[src/logic/tss_defs.vh]
`ifndef TSS_DEFS_VH
`define TSS_DEFS_VH

// register byte addresses
`define TSS_CONFIG_ADDR 32'h40005C00
`define TSS_STATUS_ADDR 32'h40005C04

// status field positions
`define TSS_SEQ_DONE_BIT 15
`define TSS_LAST_PAIR_BIT 14
`define TSS_T2_DONE_BIT 13
`define TSS_T2_BEGUN_BIT 12
`define TSS_T1_DONE_BIT 11
`define TSS_T1_BEGUN_BIT 10
`define TSS_FLAG_LSB 10
`define TSS_FLAG_MSB 15
`define TSS_ACTIVE_BIT 8
`define TSS_LEFT_MSB 7

// config field positions
`define TSS_ENABLE_BIT 8
`define TSS_REPEAT_MSB 7

// values
`define TSS_STATUS_RESET 16'h0000
`define TSS_REPEAT_RESET 8'h00
`define TSS_PULSE_COUNT 8'h00
`define TSS_LAST_COUNT 8'h01
`define TSS_ENDLESS_COUNT 8'hFF
`define TSS_RESP_OKAY 2'b00
`define TSS_RESP_SLVERR 2'b10

`endif

[src/logic/tss_event_flag.v]
`timescale 1ns/10ps
module tss_event_flag
(
  // clock and reset
  input wire clk,
  input wire rst,
  // set by hardware, cleared by software
  input wire set,
  input wire clr,
  output reg flag
);

  always @(posedge clk)
  begin
    if (rst)
      flag <= 1'b0;
    else if (set)
      flag <= 1'b1;
    else if (clr)
      flag <= 1'b0;
  end

endmodule // tss_event_flag

[src/logic/tss_axil_wr.v]
`timescale 1ns/10ps
module tss_axil_wr
(
  // clock and reset
  input wire clk,
  input wire rst,
  // write address channel
  input wire s_axi_awvalid,
  output wire s_axi_awready,
  input wire [31:0] s_axi_awaddr,
  // write data channel
  input wire s_axi_wvalid,
  output wire s_axi_wready,
  input wire [31:0] s_axi_wdata,
  input wire [3:0] s_axi_wstrb,
  // write response channel
  output reg s_axi_bvalid,
  input wire s_axi_bready,
  output reg [1:0] s_axi_bresp,
  // towards the register file
  input wire [1:0] resp_in,
  output reg [31:0] addr,
  output reg [31:0] data,
  output reg [3:0] strb,
  output wire go
);

  reg aw_held;
  reg w_held;

  // address and data may arrive in either order; each is parked
  assign s_axi_awready = ~aw_held;
  assign s_axi_wready = ~w_held;
  assign go = aw_held & w_held & ~s_axi_bvalid;

  always @(posedge clk)
  begin
    if (rst)
    begin
      aw_held <= 1'b0;
      w_held <= 1'b0;
      addr <= 32'h00000000;
      data <= 32'h00000000;
      strb <= 4'h0;
      s_axi_bvalid <= 1'b0;
      s_axi_bresp <= 2'b00;
    end
    else
    begin
      if (s_axi_awvalid & ~aw_held)
      begin
        aw_held <= 1'b1;
        addr <= s_axi_awaddr;
      end
      if (s_axi_wvalid & ~w_held)
      begin
        w_held <= 1'b1;
        data <= s_axi_wdata;
        strb <= s_axi_wstrb;
      end
      if (go)
      begin
        aw_held <= 1'b0;
        w_held <= 1'b0;
        s_axi_bvalid <= 1'b1;
        s_axi_bresp <= resp_in;
      end
      else if (s_axi_bvalid & s_axi_bready)
        s_axi_bvalid <= 1'b0;
    end
  end

endmodule // tss_axil_wr

[src/logic/tss_sounder.v]
// The AXI4-Lite slave port was decided locally.
`timescale 1ns/10ps
`include "tss_defs.vh"
module tss_sounder
(
  // clock and reset
  input wire clk,
  input wire rst,
  // axi4-lite write address
  input wire s_axi_awvalid,
  output wire s_axi_awready,
  input wire [31:0] s_axi_awaddr,
  input wire [2:0] s_axi_awprot,
  // axi4-lite write data
  input wire s_axi_wvalid,
  output wire s_axi_wready,
  input wire [31:0] s_axi_wdata,
  input wire [3:0] s_axi_wstrb,
  // axi4-lite write response
  output wire s_axi_bvalid,
  input wire s_axi_bready,
  output wire [1:0] s_axi_bresp,
  // axi4-lite read address
  input wire s_axi_arvalid,
  output wire s_axi_arready,
  input wire [31:0] s_axi_araddr,
  input wire [2:0] s_axi_arprot,
  // axi4-lite read data
  output reg s_axi_rvalid,
  input wire s_axi_rready,
  output reg [31:0] s_axi_rdata,
  output reg [1:0] s_axi_rresp,
  // tone engine, same clock
  input wire first_tone_expired,
  input wire second_tone_expired,
  output wire first_tone_on,
  output wire second_tone_on
);

  localparam [2:0] ST_IDLE = 3'b001;
  localparam [2:0] ST_FIRST = 3'b010;
  localparam [2:0] ST_SECOND = 3'b100;

  reg [2:0] state;
  reg [2:0] next_state;
  reg seq_mode;
  reg next_seq_mode;
  reg [7:0] repeat_count;
  reg [7:0] next_repeat_count;
  reg [7:0] iterations_left;
  reg [7:0] next_iterations_left;

  reg ev_seq_done;
  reg ev_last_pair;
  reg ev_t2_done;
  reg ev_t2_begun;
  reg ev_t1_done;
  reg ev_t1_begun;

  wire [31:0] wr_addr;
  wire [31:0] wr_data;
  wire [3:0] wr_strb;
  wire wr_go;
  reg [1:0] wr_resp;
  reg cfg_sel;
  reg status_sel;
  wire cfg_hit;
  wire status_hit;
  wire enable_write;
  wire enable_value;
  wire endless;
  wire active;
  reg [7:0] shown_left;
  wire [5:0] flag_set;
  reg [5:0] flag_clr;
  wire [5:0] flags;
  wire [15:0] status_word;
  reg [31:0] rd_word;
  reg [1:0] rd_resp;

  // write channel front end
  tss_axil_wr u_wr
  (
    .clk(clk),
    .rst(rst),
    .s_axi_awvalid(s_axi_awvalid),
    .s_axi_awready(s_axi_awready),
    .s_axi_awaddr(s_axi_awaddr),
    .s_axi_wvalid(s_axi_wvalid),
    .s_axi_wready(s_axi_wready),
    .s_axi_wdata(s_axi_wdata),
    .s_axi_wstrb(s_axi_wstrb),
    .s_axi_bvalid(s_axi_bvalid),
    .s_axi_bready(s_axi_bready),
    .s_axi_bresp(s_axi_bresp),
    .resp_in(wr_resp),
    .addr(wr_addr),
    .data(wr_data),
    .strb(wr_strb),
    .go(wr_go)
  );

  // write address decode; unmapped writes change nothing
  always @*
  begin
    cfg_sel = 1'b0;
    status_sel = 1'b0;
    wr_resp = `TSS_RESP_SLVERR;
    if (wr_addr == `TSS_CONFIG_ADDR)
    begin
      cfg_sel = 1'b1;
      wr_resp = `TSS_RESP_OKAY;
    end
    else if (wr_addr == `TSS_STATUS_ADDR)
    begin
      status_sel = 1'b1;
      wr_resp = `TSS_RESP_OKAY;
    end
  end

  assign cfg_hit = wr_go & cfg_sel;
  assign status_hit = wr_go & status_sel;

  // the enable bit sits in byte lane 1 and is never stored
  assign enable_write = cfg_hit & wr_strb[1];
  assign enable_value = wr_data[`TSS_ENABLE_BIT];

  // repeat count takes effect at once, also mid-sequence
  always @*
  begin
    if (cfg_hit & wr_strb[0])
      next_repeat_count = wr_data[`TSS_REPEAT_MSB:0];
    else
      next_repeat_count = repeat_count;
  end

  assign endless = (repeat_count == `TSS_ENDLESS_COUNT);
  assign active = (state != ST_IDLE);
  assign first_tone_on = (state == ST_FIRST);
  assign second_tone_on = (state == ST_SECOND);

  // sequencer: software disable wins over a tone expiring the same cycle
  always @*
  begin
    next_state = state;
    next_seq_mode = seq_mode;
    next_iterations_left = iterations_left;
    ev_seq_done = 1'b0;
    ev_last_pair = 1'b0;
    ev_t2_done = 1'b0;
    ev_t2_begun = 1'b0;
    ev_t1_done = 1'b0;
    ev_t1_begun = 1'b0;
    case (state)
      ST_IDLE:
      begin
        // while idle the field mirrors the programmed count
        next_iterations_left = next_repeat_count;
        if (enable_write & enable_value)
        begin
          next_state = ST_FIRST;
          ev_t1_begun = 1'b1;
          next_seq_mode = (next_repeat_count != `TSS_PULSE_COUNT);
          if (next_repeat_count == `TSS_LAST_COUNT)
            ev_last_pair = 1'b1;
        end
      end
      ST_FIRST:
      begin
        if (enable_write & ~enable_value)
        begin
          next_state = ST_IDLE;
          ev_t1_done = 1'b1;
          ev_seq_done = seq_mode;
          next_iterations_left = next_repeat_count;
        end
        else if (first_tone_expired)
        begin
          ev_t1_done = 1'b1;
          if (seq_mode)
          begin
            next_state = ST_SECOND;
            ev_t2_begun = 1'b1;
          end
          else
          begin
            next_state = ST_IDLE;
            next_iterations_left = next_repeat_count;
          end
        end
      end
      ST_SECOND:
      begin
        if (enable_write & ~enable_value)
        begin
          next_state = ST_IDLE;
          ev_t2_done = 1'b1;
          ev_seq_done = 1'b1;
          next_iterations_left = next_repeat_count;
        end
        else if (second_tone_expired)
        begin
          ev_t2_done = 1'b1;
          if (endless)
          begin
            next_state = ST_FIRST;
            ev_t1_begun = 1'b1;
          end
          else if (iterations_left <= `TSS_LAST_COUNT)
          begin
            next_state = ST_IDLE;
            ev_seq_done = 1'b1;
            next_iterations_left = next_repeat_count;
          end
          else
          begin
            next_state = ST_FIRST;
            ev_t1_begun = 1'b1;
            next_iterations_left = iterations_left - `TSS_LAST_COUNT;
            if (iterations_left == 8'h02)
              ev_last_pair = 1'b1;
          end
        end
      end
      default:
      begin
        next_state = ST_IDLE;
        next_seq_mode = 1'b0;
        next_iterations_left = next_repeat_count;
      end
    endcase
  end

  always @(posedge clk)
  begin
    if (rst)
    begin
      state <= ST_IDLE;
      seq_mode <= 1'b0;
      repeat_count <= `TSS_REPEAT_RESET;
      iterations_left <= `TSS_REPEAT_RESET;
    end
    else
    begin
      state <= next_state;
      seq_mode <= next_seq_mode;
      repeat_count <= next_repeat_count;
      iterations_left <= next_iterations_left;
    end
  end

  // an endless run always shows the endless count
  always @*
  begin
    if (active & seq_mode & endless)
      shown_left = `TSS_ENDLESS_COUNT;
    else
      shown_left = iterations_left;
  end

  // event flags, ordered from bit 10 upward
  assign flag_set = {ev_seq_done, ev_last_pair, ev_t2_done,
                     ev_t2_begun, ev_t1_done, ev_t1_begun};
  always @*
  begin
    if (status_hit & wr_strb[1])
      flag_clr = wr_data[`TSS_FLAG_MSB:`TSS_FLAG_LSB];
    else
      flag_clr = 6'h00;
  end

  genvar gi;
  generate
    for (gi = 0; gi < 6; gi = gi + 1)
    begin : g_flag
      tss_event_flag u_flag
      (
        .clk(clk),
        .rst(rst),
        .set(flag_set[gi]),
        .clr(flag_clr[gi]),
        .flag(flags[gi])
      );
    end
  endgenerate

  // reserved bit 9 reads as zero
  assign status_word = {flags, 1'b0, active, shown_left};

  // read decode, captured on the edge that takes the address
  always @*
  begin
    if (s_axi_araddr == `TSS_STATUS_ADDR)
    begin
      rd_word = {16'h0000, status_word};
      rd_resp = `TSS_RESP_OKAY;
    end
    else if (s_axi_araddr == `TSS_CONFIG_ADDR)
    begin
      // enable always reads back zero
      rd_word = {24'h000000, repeat_count};
      rd_resp = `TSS_RESP_OKAY;
    end
    else
    begin
      rd_word = 32'h00000000;
      rd_resp = `TSS_RESP_SLVERR;
    end
  end

  // read channel: one outstanding read, answered the cycle after ar
  assign s_axi_arready = ~s_axi_rvalid;

  always @(posedge clk)
  begin
    if (rst)
    begin
      s_axi_rvalid <= 1'b0;
      s_axi_rdata <= 32'h00000000;
      s_axi_rresp <= `TSS_RESP_OKAY;
    end
    else if (s_axi_arvalid & ~s_axi_rvalid)
    begin
      s_axi_rvalid <= 1'b1;
      s_axi_rdata <= rd_word;
      s_axi_rresp <= rd_resp;
    end
    else if (s_axi_rvalid & s_axi_rready)
      s_axi_rvalid <= 1'b0;
  end

endmodule // tss_sounder

[config.mk]
export PLATFORM = sky130hd
export DESIGN_NAME = tss_sounder
export DESIGN_NICKNAME = d
export VERILOG_FILES = /design/src/logic/tss_event_flag.v /design/src/logic/tss_axil_wr.v /design/src/logic/tss_sounder.v
export VERILOG_INCLUDE_DIRS = /design/src /design/src/logic
export SDC_FILE = /design/constraint.sdc
export NUM_CORES = 1
export LEC_CHECK = 0
export BUFFER_PORTS_ARGS = -buffer_cell sky130_fd_sc_hd__buf_2
export CORE_ASPECT_RATIO = 0.75
export CORE_MARGIN = 1
export CORE_UTILIZATION = 45
export DETAILED_ROUTE_END_ITERATION = 8
export HOLD_SLACK_MARGIN = 0.06
export PLACE_DENSITY = 0.7
export SLEW_MARGIN = 30
export SYNTH_ARGS = -nofsm -noshare
export SYNTH_HDL_FRONTEND = slang
export SYNTH_SLANG_ARGS = --single-unit
[constraint.sdc]
create_clock -name clk -period 5.8 [get_ports clk]
set_input_delay 1.16 -clock clk [delete_from_list [all_inputs] [get_ports clk]]
set_output_delay 1.16 -clock clk [all_outputs]
set_load 0.05 [all_outputs]
==> results of run 1 <==
## power by group through the flow
| stage | registers (W) | clock network [W] | logic, W |
|---|---|---|---|
| detailed placement | 0.000719 | 0 | 0.000189 |
| CTS | 0.000704 | 0.000563 | 0.000190 |
| finish | 0.000704 | 0.000549 | 0.000189 |
| global route | 0.000707 | 0.000589 | 0.000208 |
| floorplan | 0.000733 | 0 | 0.000124 |
| global placement | 0.000717 | 0 | 0.000185 |
## cell usage after synthesis (2+ instances only)
| library cell | count | area [um^2] |
|---|---|---|
| nand2b_1 | 4 | 25.02 |
| inv_1 | 8 | 30.03 |
| or3_1 | 4 | 25.02 |
| buf_1 | 2 | 7.510 |
| o21a_1 | 3 | 22.52 |
| nand2_1 | 146 | 548.0 |
| nor4_2 | 3 | 37.54 |
| nor3_1 | 8 | 40.04 |
| or2_2 | 5 | 31.28 |
| and3_1 | 3 | 18.77 |
| o311ai_0 | 3 | 26.28 |
| nand4_1 | 8 | 50.05 |
| o22ai_1 | 2 | 12.51 |
| nor3b_1 | 4 | 30.03 |
| or4_1 | 2 | 15.01 |
| nor4b_1 | 3 | 26.28 |
| a21oi_1 | 78 | 390.4 |
| o21ai_0 | 24 | 120.1 |
| nand3_1 | 9 | 45.04 |
| clkbuf_1 | 21 | 78.83 |
| or3b_2 | 2 | 17.52 |
| dfxtp_1 | 96 | 1922 |
| a211oi_1 | 4 | 30.03 |
| nor4_1 | 12 | 75.07 |
| nand3b_1 | 2 | 15.01 |
| buf_4 | 20 | 150.1 |
| ha_1 | 3 | 37.54 |
| mux2i_1 | 8 | 80.08 |
| o211ai_1 | 2 | 15.01 |
| nor4_4 | 2 | 42.54 |
| a31oi_1 | 4 | 25.02 |
| nor2_1 | 28 | 105.1 |
| nor2b_1 | 6 | 37.54 |
## logic make-up (layout without fill, tap and decap cells)
kind of cell / Yosys count / in the layout
buf+inv: 53 / 140
simple gates: 258 / 258
mux: 8 / 8
other cells: 1 / 19
compound gates: 129 / 129
flops: 96 / 96
fa+ha+maj: 3 / 3
## worst paths after layout
check	from	end	slack (ps)	cells after the start
max	rst	iterations_left[4]$_SDFFE_PP0P_	2700	6
min	u_wr.addr[10]$_SDFFE_PP0P_	u_wr.addr[10]$_SDFFE_PP0P_	450	2
max reg2reg	u_wr.addr[31]$_SDFFE_PP0P_	iterations_left[2]$_SDFFE_PP0P_	2890	6
min reg2reg	u_wr.addr[10]$_SDFFE_PP0P_	u_wr.addr[10]$_SDFFE_PP0P_	450	2
## metrics by stage
step / total power (W) / utilization (%) / hold slack (ps) / std cells
finish: 0.001442 / 56.20 / 453.3 / 781
floorplan: 0.0008564 / - / 431.8 / 566
CTS: 0.001457 / 56.17 / 454.5 / 781
detailed placement: 0.0009074 / 53.14 / 445.4 / 765
global placement: 0.0009022 / 53.06 / 440.7 / 765
global route: 0.001503 / 56.20 / 472.7 / 781
## final cells by class
type	instances	area [um^2]
clock buffer	14	264.0
clock inverter	2	13.76
fill	894	4011
inverter	9	33.78
multi-input combinational	417	2173
sequential	96	1922
tap	128	160.2
timing repair buffer	115	580.6
## state kept, by name (all words and copies together) (netlist names), 2 cells and up
name / count
repeat_count: 8
u_wr.addr: 32
u_wr.data: 15
s_axi_rdata: 15
iterations_left: 8
u_wr.strb: 2
state: 3
g_flag.u_flag.flag: 6
## worst min-delay path, delay by kind of cell, from the launching register on
family / cells / cell delay, ps
AO/OA/AOI/OAI: 1 / 50
AND/OR/NAND/NOR: 1 / 50
flip-flops: 1 / 310
## per-layer routing
layer	vias up	part of all wire [%]	global-route usage, %
met4	0	1.6	8.855
met2	125	46	34.60
li1	2056	-	-
met3	14	6.0	5.175
met1	1871	46	28.44
met5	-	0	0
==> key figures, run 1 <==
Run status
  – Status: finished, final reports clean

GRT
  – Grt ovf: 0
  – GRT Total Usage: 21.70%
  – First-pass GRT wire length: 17.04 mm
  – Vias in the first global route: 3753
  – Antenna violations before repair: 0
  – Largest net degree at the start of global routing: 80

CTS
  – TritonCTS Sinks: 96
  – Post-CTS Repair Setup Buffers: 0
  – CTS tree: yes
  – Clock-pin slew on the worst setup and hold paths: 60 ps
  – Worst skew pair latency: 340 ps
  – H-tree depth: 3
  – CTS root buffer: clkbuf_16
  – # resized after CTS: 0
  – Bufs on Longest Clock Path: 2
  – Hold buffer count at CTS: 0
  – Total CTS buffers: 9

Detailed routing
  – Drt wl/cell: 13.36 um
  – DR vias: 4066
  – Final wirelength: 10.43 mm
  – Remaining DRCs: 0
  – Drt first-iter violations: 197
  – Antenna viol nets, final: 0
  – DR pass1 iterations: 5
  – Via-to-Cell Ratio: 5.206

Synth
  – Mapped Area: 4290 um^2
  – Gate Count Post-Synth: 548
  – Fraction of the mapped netlist area in compound gates: 16.74%
  – Post-synthesis mux area share: 1.866%
  – Xor/xnor share of the synthesized area: 0%
  – Mean Syn Cell Area: 7.829 um^2
  – Register bit total from synthesis: 96
  – Yosys cell types: 52
  – Synth Area in Simple Gates: 29.22%
  – Post-synthesis sequential area ratio: 44.79%
  – Largest family of logic cells by synthesized area: simple AND/OR/NAND/NOR gates
  – Post-synth EDFFs: 0
  – Synth Area in Adders: 0.8749%
  – FFs w/ async S/R, synth: 0%
  – Synth Flop Type: dfxtp_1
  – Synth Warn #: 0

Worst setup path
  – Critical Path RT: 5970 ps
  – CP Launch Type: input pin
  – Cell Chain, Critical Path: buf_2, buf_4, clkinv_1, and3_1, a32oi_1, o311ai_0
  – Slowest CP cell: clkinv_1
  – Buffers & Inverters on Critical Path: 3
  – CP max FO: 79
  – Delay-heaviest family, CP: buffers and inverters
  – Critical path class: input pin to flip-flop
  – Worst path arrival time: 3280 ps
  – Crit path largest cell delay: 720 ps
  – Setup crit end kind: flip-flop

STA
  – Fin worst setup slack: 2696 ps
  – Headroom to the max-slew limit: 37.92%
  – Hold Vio Cnt, Final: 0
  – Post-route setup TNS: 0 ps
  – Setup violators final: 0
  – Min Tclk post-route: 3104 ps
  – Worst slew pin tran: 924.3 ps
  – Fin crit share: 53.52%
  – Max-slew violations: 0
  – RSZ-0062 raised after global routing: no
  – Fmax: 322.1 MHz
  – Skew final: 4.006 ps

Floorplan
  – Die Wd: 114.8 um
  – DIE AREA: 9933 um^2
  – Ports: 158
  – Chip height: 86.56 um
  – Core Area: 9159 um^2
  – Starting density of the core: 46.84%
  – # rows: 30

Power
  – Register share of total power: 48.8%
  – Sw Share: 26.44%
  – Leakage: 2.104 nW
  – Cell Int Power: 0.001061 W
  – Comb pwr share: 13.1%
  – Clock Power Share: 38.1%
  – P per Cell Area: 280.1 nW/um^2
  – Sw power: 0.0003813 W
  – Max rail drop VDD: 0.2401 mV

Placed design
  – HPWL Detailed: 7.573 mm
  – I/O Buffers: 113
  – Pre-CTS setup slack: 2391 ps
  – Placer Congestion: 0.9000
  – Placed Area: 4867 um^2

Layout
  – Diodes inserted: 0
  – Post-route cell area: 5147 um^2
  – Most frequent cells in the layout: nand2_1 (145), buf_2 (113), dfxtp_1 (96)
  – Layout cell share with drive strength beyond 1: 22.36%
  – Area grow syn2layout: 19.98%
  – Most common cell after layout, fill and taps aside: nand2_1
  – Nets: 766

Min path
  – Worst hold path type: flip-flop to flip-flop

Flow run
  – Max-cap violation count: 0
(Power assumes the default switching activity.)
==> run 2: changes to the inputs <==
PLACE_DENSITY = 0.73   (was 0.7)
clock period = 2.8 ns   (was 5.8 ns; I/O delays follow)
==> run 2 against run 1 <==
Against the previous run:
- via count grew 1.1%
- setup slack lost 2300 ps
- sequential share of layout area down 0.61 points
- largest power group unchanged
- non-clock buffer count rose by 9
==> key figures, run 2 (synthesis gave the netlist of run 1 again) <==
STA
  – Worst slew pin tran: 738.4 ps (-185.8 ps)
  – Skew final: 9.754 ps (+5.748 ps)
  – Post-route setup TNS: 0 ps (unchanged)
  – Fin worst setup slack: 414.4 ps (-2281 ps)
  – Min Tclk post-route: 2386 ps
  – Max-slew violations: 0 (unchanged)
  – Hold Vio Cnt, Final: 0 (unchanged)
  – Setup violators final: 0 (unchanged)
  – Fmax: 419.2 MHz
  – RSZ-0062 raised after global routing: no
  – Headroom to the max-slew limit: 50.55% (+13 points)
  – Fin crit share: 85.20%

CTS
  – Total CTS buffers: 9 (unchanged)
  – Bufs on Longest Clock Path: 2 (unchanged)
  – # resized after CTS: 0 (unchanged)
  – H-tree depth: 3 (unchanged)
  – CTS tree: yes
  – CTS root buffer: clkbuf_16
  – Clock-pin slew on the worst setup and hold paths: 60 ps (about the same)
  – Post-CTS Repair Setup Buffers: 0 (unchanged)
  – Hold buffer count at CTS: 0 (unchanged)
  – TritonCTS Sinks: 96 (unchanged)
  – Worst skew pair latency: 340 ps (about the same)

Power
  – Leakage: 2.150 nW (+2.2%)
  – Register share of total power: 47.4% (-1.4 points)
  – Comb pwr share: 12.9% (-0.2 points)
  – Sw power: 0.0008178 W (+110%)
  – Sw Share: 26.55% (+0.11 points)
  – Max rail drop VDD: 0.3634 mV (+51%)
  – P per Cell Area: 588.7 nW/um^2 (+110%)
  – Cell Int Power: 0.002263 W (+110%)
  – Clock Power Share: 39.7% (+1.6 points)

Worst setup path
  – Buffers & Inverters on Critical Path: 1 (-2)
  – Reg2reg path depth: 6 (unchanged)
  – Reg2reg end: iterations_left[6]$_SDFFE_PP0P_
  – Slowest CP cell: or3b_2
  – Critical path class: flip-flop to flip-flop
  – CP max FO: 7 (-91%)
  – Delay-heaviest family, CP: compound AO/OA/AOI/OAI gates
  – CP Launch Type: flip-flop
  – Crit path largest cell delay: 540 ps (-180 ps)
  – Worst path arrival time: 2610 ps (-670 ps)
  – R2r setup slk: 410 ps (-2480 ps)
  – Critical Path RT: 3030 ps (-2940 ps)
  – Worst r2r src: state[2]$_SDFFE_PP0P_
  – Cell Chain, Critical Path: or3b_2, inv_1, o21ai_0, a21oi_1, nor3_1, a311o_1
  – Setup crit end kind: flip-flop

Layout
  – Fillcell total: 862 (-3.6%)
  – Layout cell share with drive strength beyond 1: 23.60% (+1.2 points)
  – Max reg flops: 32 (unchanged)
  – Most frequent cells in the layout: nand2_1 (146), buf_2 (113), dfxtp_1 (96)
  – Area grow syn2layout: 21.96%
  – Regs by FF count: u_wr.addr (32), s_axi_rdata (15), u_wr.data (15)
  – Post-route cell area: 5233 um^2 (+1.7%)
  – Biggest register: u_wr.addr
  – Diodes inserted: 0 (unchanged)
  – Nets: 775 (+1.2%)
  – Most common cell after layout, fill and taps aside: nand2_1

GRT
  – Largest net degree at the start of global routing: 45 (-44%)
  – Grt ovf: 0 (unchanged)
  – GRT Total Usage: 22.57% (+0.87 points)
  – Vias in the first global route: 3757 (+0.11%)
  – Antenna violations before repair: 0 (unchanged)
  – First-pass GRT wire length: 17.52 mm (+2.8%)

Detailed routing
  – Met2 WL post-DR: 4.929 mm (+2.8%)
  – Met3 Wirelength: 741 um (+19%)
  – Final wirelength: 10.73 mm (+2.8%)
  – Drt wl/cell: 13.60 um (+1.8%)
  – DR pass1 iterations: 5 (unchanged)
  – Antenna viol nets, final: 0 (unchanged)
  – Top sig layer: met4
  – Via-to-Cell Ratio: 5.212 (+0.11%)
  – DR vias: 4112 (+1.1%)
  – Remaining DRCs: 0 (unchanged)
  – Drt first-iter violations: 268 (+36%)
  – WL met1: 4.906 mm (+1.2%)

Min path
  – Hold Crit Depth: 2 (unchanged)
  – Launch point of the worst hold path: s_axi_rready
  – WHS Endpoint: s_axi_rvalid$_SDFFE_PP0P_
  – Worst hold path type: input pin to flip-flop

Run status
  – Status: finished, final reports clean

Floorplan
  – Die Wd: 114.8 um (unchanged)
  – Ports: 158 (unchanged)
  – Chip height: 86.56 um (unchanged)
  – DIE AREA: 9933 um^2 (unchanged)
  – # rows: 30 (unchanged)
  – Core Area: 9159 um^2 (unchanged)
  – Starting density of the core: 46.84% (unchanged)

Placed design
  – Placed Area: 4935 um^2 (+1.4%)
  – HPWL Detailed: 7.903 mm (+4.4%)
  – I/O Buffers: 113 (unchanged)
  – Pre-CTS setup slack: 476.8 ps (-1915 ps)
  – Placer Congestion: 0.8693 (-3.4%)

Flow run
  – Max-cap violation count: 0 (unchanged)
run 2: cell count changes in the layout (fill, tap and decap cells not counted), sizes merged:
cell / change
buf: +9
bufinv: +1
clkbuf: -3
clkinvlp: +1
run 2: power groups by stage:
| stage | clock network (W) | registers [W] | logic, W |
|---|---|---|---|
| finish | 0.00122 | 0.00146 | 0.000397 |
| global route | 0.00131 | 0.00147 | 0.000437 |
| CTS | 0.00125 | 0.00146 | 0.000397 |
| detailed placement | 0 | 0.00149 | 0.000395 |
| global placement | 0 | 0.00148 | 0.000387 |
| floorplan | 0 | 0.00152 | 0.000257 |
run 2: metrics by stage:
step / util (%) / power, W / hold WS (ps) / std cells
floorplan: - / 0.001774 / 431.8 / 566
global placement: 53.85 / 0.001872 / 440.8 / 774
detailed placement: 53.88 / 0.001884 / 446.8 / 774
CTS: 57.13 / 0.003107 / 389.2 / 789
global route: 57.13 / 0.003214 / 399.3 / 789
finish: 57.13 / 0.003080 / 398.3 / 789
run 2: metal layers:
metal | GRT usage [%] | vias to the layer above
met5 | 0 | -
met4 | 8.737 | 0
met3 | 6.084 | 14
met2 | 35.59 | 127
met1 | 29.58 | 1899
li1 | - | 2072
run 2: layout make-up:
cell class | count | area (um^2) | area share, %
Clock buffer | 11 | 242.7 | 4.639
Sequential cell | 96 | 1922 | 36.73
Clock inverter | 4 | 55.05 | 1.052
Timing Repair Buffer | 124 | 648.1 | 12.39
Multi-Input combinational cell | 417 | 2171 | 41.49
Tap cell | 128 | 160.2 | 3.061
Inverter | 9 | 33.78 | 0.6456
run 2: worst max-delay path by stage:
stage	from	endpoint	slack, ps	depth (start not counted)
3_3_place_gp	u_wr.addr[23]$_SDFFE_PP0P_	iterations_left[6]$_SDFFE_PP0P_	510	7
2_1_floorplan	state[2]$_SDFFE_PP0P_	iterations_left[6]$_SDFFE_PP0P_	360	7
3_5_place_dp	state[2]$_SDFFE_PP0P_	iterations_left[6]$_SDFFE_PP0P_	480	6
5_1_grt	state[2]$_SDFFE_PP0P_	iterations_left[6]$_SDFFE_PP0P_	220	6
4_1_cts	state[2]$_SDFFE_PP0P_	second_tone_on	420	3
6_report	state[2]$_SDFFE_PP0P_	iterations_left[6]$_SDFFE_PP0P_	410	6
==> run 3: changes to the inputs <==
CORE_ASPECT_RATIO = 1.1   (was 0.75)
==> run 3 against run 2 <==
Against the previous run:
- global-route usage fell by 1.1 points
- count of clock-buffer cells in the layout fell by 2
- fmax fell by 6.4%
- sequential cell count is the same
- clock skew rose by 1.3 ps
- via count decreased by 0.68%
- first-iteration DRC count fell by 23%
- cell count fell by 1.3%
- largest cell class unchanged
- largest power group unchanged
==> key figures, run 3 (synthesis gave the netlist of run 1 again) <==
STA
  – Hold Vio Cnt, Final: 0 (unchanged)
  – Skew final: 11.07 ps (+1.315 ps)
  – RSZ-0062 raised after global routing: no
  – Worst slew pin tran: 725.3 ps (-13.09 ps)
  – Fmax: 392.3 MHz (-6.4%)
  – Headroom to the max-slew limit: 51.47% (+0.92 points)
  – Min Tclk post-route: 2549 ps (+163.5 ps)
  – Max-slew violations: 0 (unchanged)
  – Fin crit share: 91.04% (+5.8 points)
  – Setup violators final: 0 (unchanged)
  – Post-route setup TNS: 0 ps (unchanged)

GRT
  – First-pass GRT wire length: 16.83 mm (-3.9%)
  – GRT Total Usage: 21.51% (-1.1 points)
  – Largest net degree at the start of global routing: 54 (+20%)
  – Antenna violations before repair: 0 (unchanged)
  – Grt ovf: 0 (unchanged)
  – Vias in the first global route: 3849 (+2.4%)

Detailed routing
  – Drt wl/cell: 12.96 um (-4.7%)
  – Final wirelength: 10.10 mm (-5.9%)
  – DR pass1 iterations: 4 (-1)
  – DR vias: 4084 (-0.68%)
  – Via-to-Cell Ratio: 5.243 (+0.59%)
  – Antenna viol nets, final: 0 (unchanged)
  – Drt first-iter violations: 207 (-23%)
  – Remaining DRCs: 0 (unchanged)

CTS
  – Bufs on Longest Clock Path: 2 (unchanged)
  – H-tree depth: 3 (unchanged)
  – Post-CTS Repair Setup Buffers: 0 (unchanged)
  – # resized after CTS: 0 (unchanged)
  – CTS root buffer: clkbuf_8
  – CTS tree: yes
  – Clock-pin slew on the worst setup and hold paths: 100 ps (+40 ps)
  – Total CTS buffers: 9 (unchanged)
  – Worst skew pair latency: 380 ps (+40 ps)
  – Hold buffer count at CTS: 0 (unchanged)
  – TritonCTS Sinks: 96 (unchanged)

Worst setup path
  – Cell Chain, Critical Path: or3b_2, inv_1, o21ai_0, nor2_1, a21boi_0, a32o_1
  – Worst path arrival time: 2820 ps (+210 ps)
  – Buffers & Inverters on Critical Path: 1 (unchanged)
  – Crit path largest cell delay: 620 ps (+80 ps)
  – Critical Path RT: 3070 ps (+40 ps)
  – Slowest CP cell: nor2_1
  – Setup crit end kind: flip-flop
  – CP max FO: 11 (+4)
  – Delay-heaviest family, CP: simple AND/OR/NAND/NOR gates
  – CP Launch Type: flip-flop
  – Critical path class: flip-flop to flip-flop

Power
  – Leakage: 2.106 nW (-2.0%)
  – Register share of total power: 52.5% (+5.1 points)
  – P per Cell Area: 540.9 nW/um^2 (-8.1%)
  – Sw Share: 28.98% (+2.4 points)
  – PnR Total Power: 0.002771 W (-10%)
  – Max rail drop VDD: 0.2872 mV (-21%)
  – Comb pwr share: 14.1% (+1.2 points)
  – Sw power: 0.0008033 W (-1.8%)
  – Clock Power Share: 33.3% (-6.4 points)
  – Cell Int Power: 0.001968 W (-13%)

Layout
  – Nets: 775 (unchanged)
  – Most common cell after layout, fill and taps aside: nand2_1
  – Regs by FF count: u_wr.addr (32), s_axi_rdata (15), u_wr.data (15)
  – Most frequent cells in the layout: nand2_1 (146), buf_2 (113), dfxtp_1 (96)
  – Max reg flops: 32 (unchanged)
  – Biggest register: u_wr.addr
  – Layout cell share with drive strength beyond 1: 23.87% (+0.27 points)
  – Diodes inserted: 0 (unchanged)
  – Area grow syn2layout: 19.42%

Floorplan
  – # rows: 37 (+23%)
  – Die Wd: 95.10 um (-17%)
  – Starting density of the core: 46.11% (-0.74 points)
  – Chip height: 104.4 um (+21%)
  – Ports: 158 (unchanged)
  – Core Area: 9305 um^2 (+1.6%)
  – DIE AREA: 9929 um^2 (about the same)

Min path
  – Worst hold path type: input pin to flip-flop

Placed design
  – HPWL Detailed: 7.559 mm (-4.4%)
  – Placer Congestion: 0.8584 (-1.3%)
  – I/O Buffers: 113 (unchanged)

Run status
  – Status: finished, final reports clean

Flow run
  – Max-cap violation count: 0 (unchanged)
run 3: changes by cell type in the layout (fill, tap and decap cells not counted):
cell | before | now
clkbuf_1 | 1 | 0
clkbuf_16 | 9 | 0
clkbuf_8 | 1 | 9
clkinv_2 | 0 | 1
clkinv_4 | 2 | 1
clkinvlp_4 | 1 | 2
inv_6 | 0 | 1
inv_8 | 0 | 1
run 3: power groups by stage:
stage	Combinational (W)	Clock (W)	Sequential, W
after detailed placement	0.000393	0	0.00149
after global placement	0.000387	0	0.00149
after floorplan	0.000257	0	0.00152
final	0.000391	0.000924	0.00146
after CTS	0.000394	0.000950	0.00146
after global routing	0.000433	0.00102	0.00146
run 3: stage by stage:
step	hold slack [ps]	utilization, %	area [um^2]	std cells	worst slack, ps
CTS	343.7	55.06	5124	779	292.1
finish	363.3	55.06	5124	779	250.9
global placement	439.3	52.86	4918	763	431.2
floorplan	431.8	-	4363	566	363.6
global route	357.7	55.06	5124	779	86.36
detailed placement	445.3	52.88	4921	763	325.8
run 3: worst register-to-register path: cells and delay by family, from the launching register on:
family / cells / cell delay [ps]
AOI/OAI and AO/OA: 3 / 680
DFF: 1 / 400
and+or+nand+nor: 2 / 1160
buffers and inverters: 1 / 210
run 3: routing by layer:
layer	vias up	global-route usage (%)	routed length [um]	share of wire, %
met3	13	5.482	684	6.8
met2	130	35.92	4835	48
met5	-	0	0	0
met1	1866	26.37	4424	44
met4	0	7.359	155	1.5
li1	2075	-	-	-
run 3: final timing paths:
check / slack [ps] / depth (start not counted) / endpoint / startpoint
max: 250 / 6 / iterations_left[1]$_SDFFE_PP0P_ / state[2]$_SDFFE_PP0P_
min: 360 / 2 / s_axi_rvalid$_SDFFE_PP0P_ / s_axi_rready
max reg2reg: 250 / 6 / iterations_left[1]$_SDFFE_PP0P_ / state[2]$_SDFFE_PP0P_
min reg2reg: 460 / 2 / u_wr.addr[9]$_SDFFE_PP0P_ / u_wr.addr[9]$_SDFFE_PP0P_
run 3: layout make-up:
cell class	instances	area [um^2]
multi-input cells	417	2171
well taps	117	146.4
repair buffers	124	648.1
clock inverters	7	78.83
fillers	897	4182
flip-flops and latches	96	1922
inverters	9	33.78
clock buffers	9	123.9
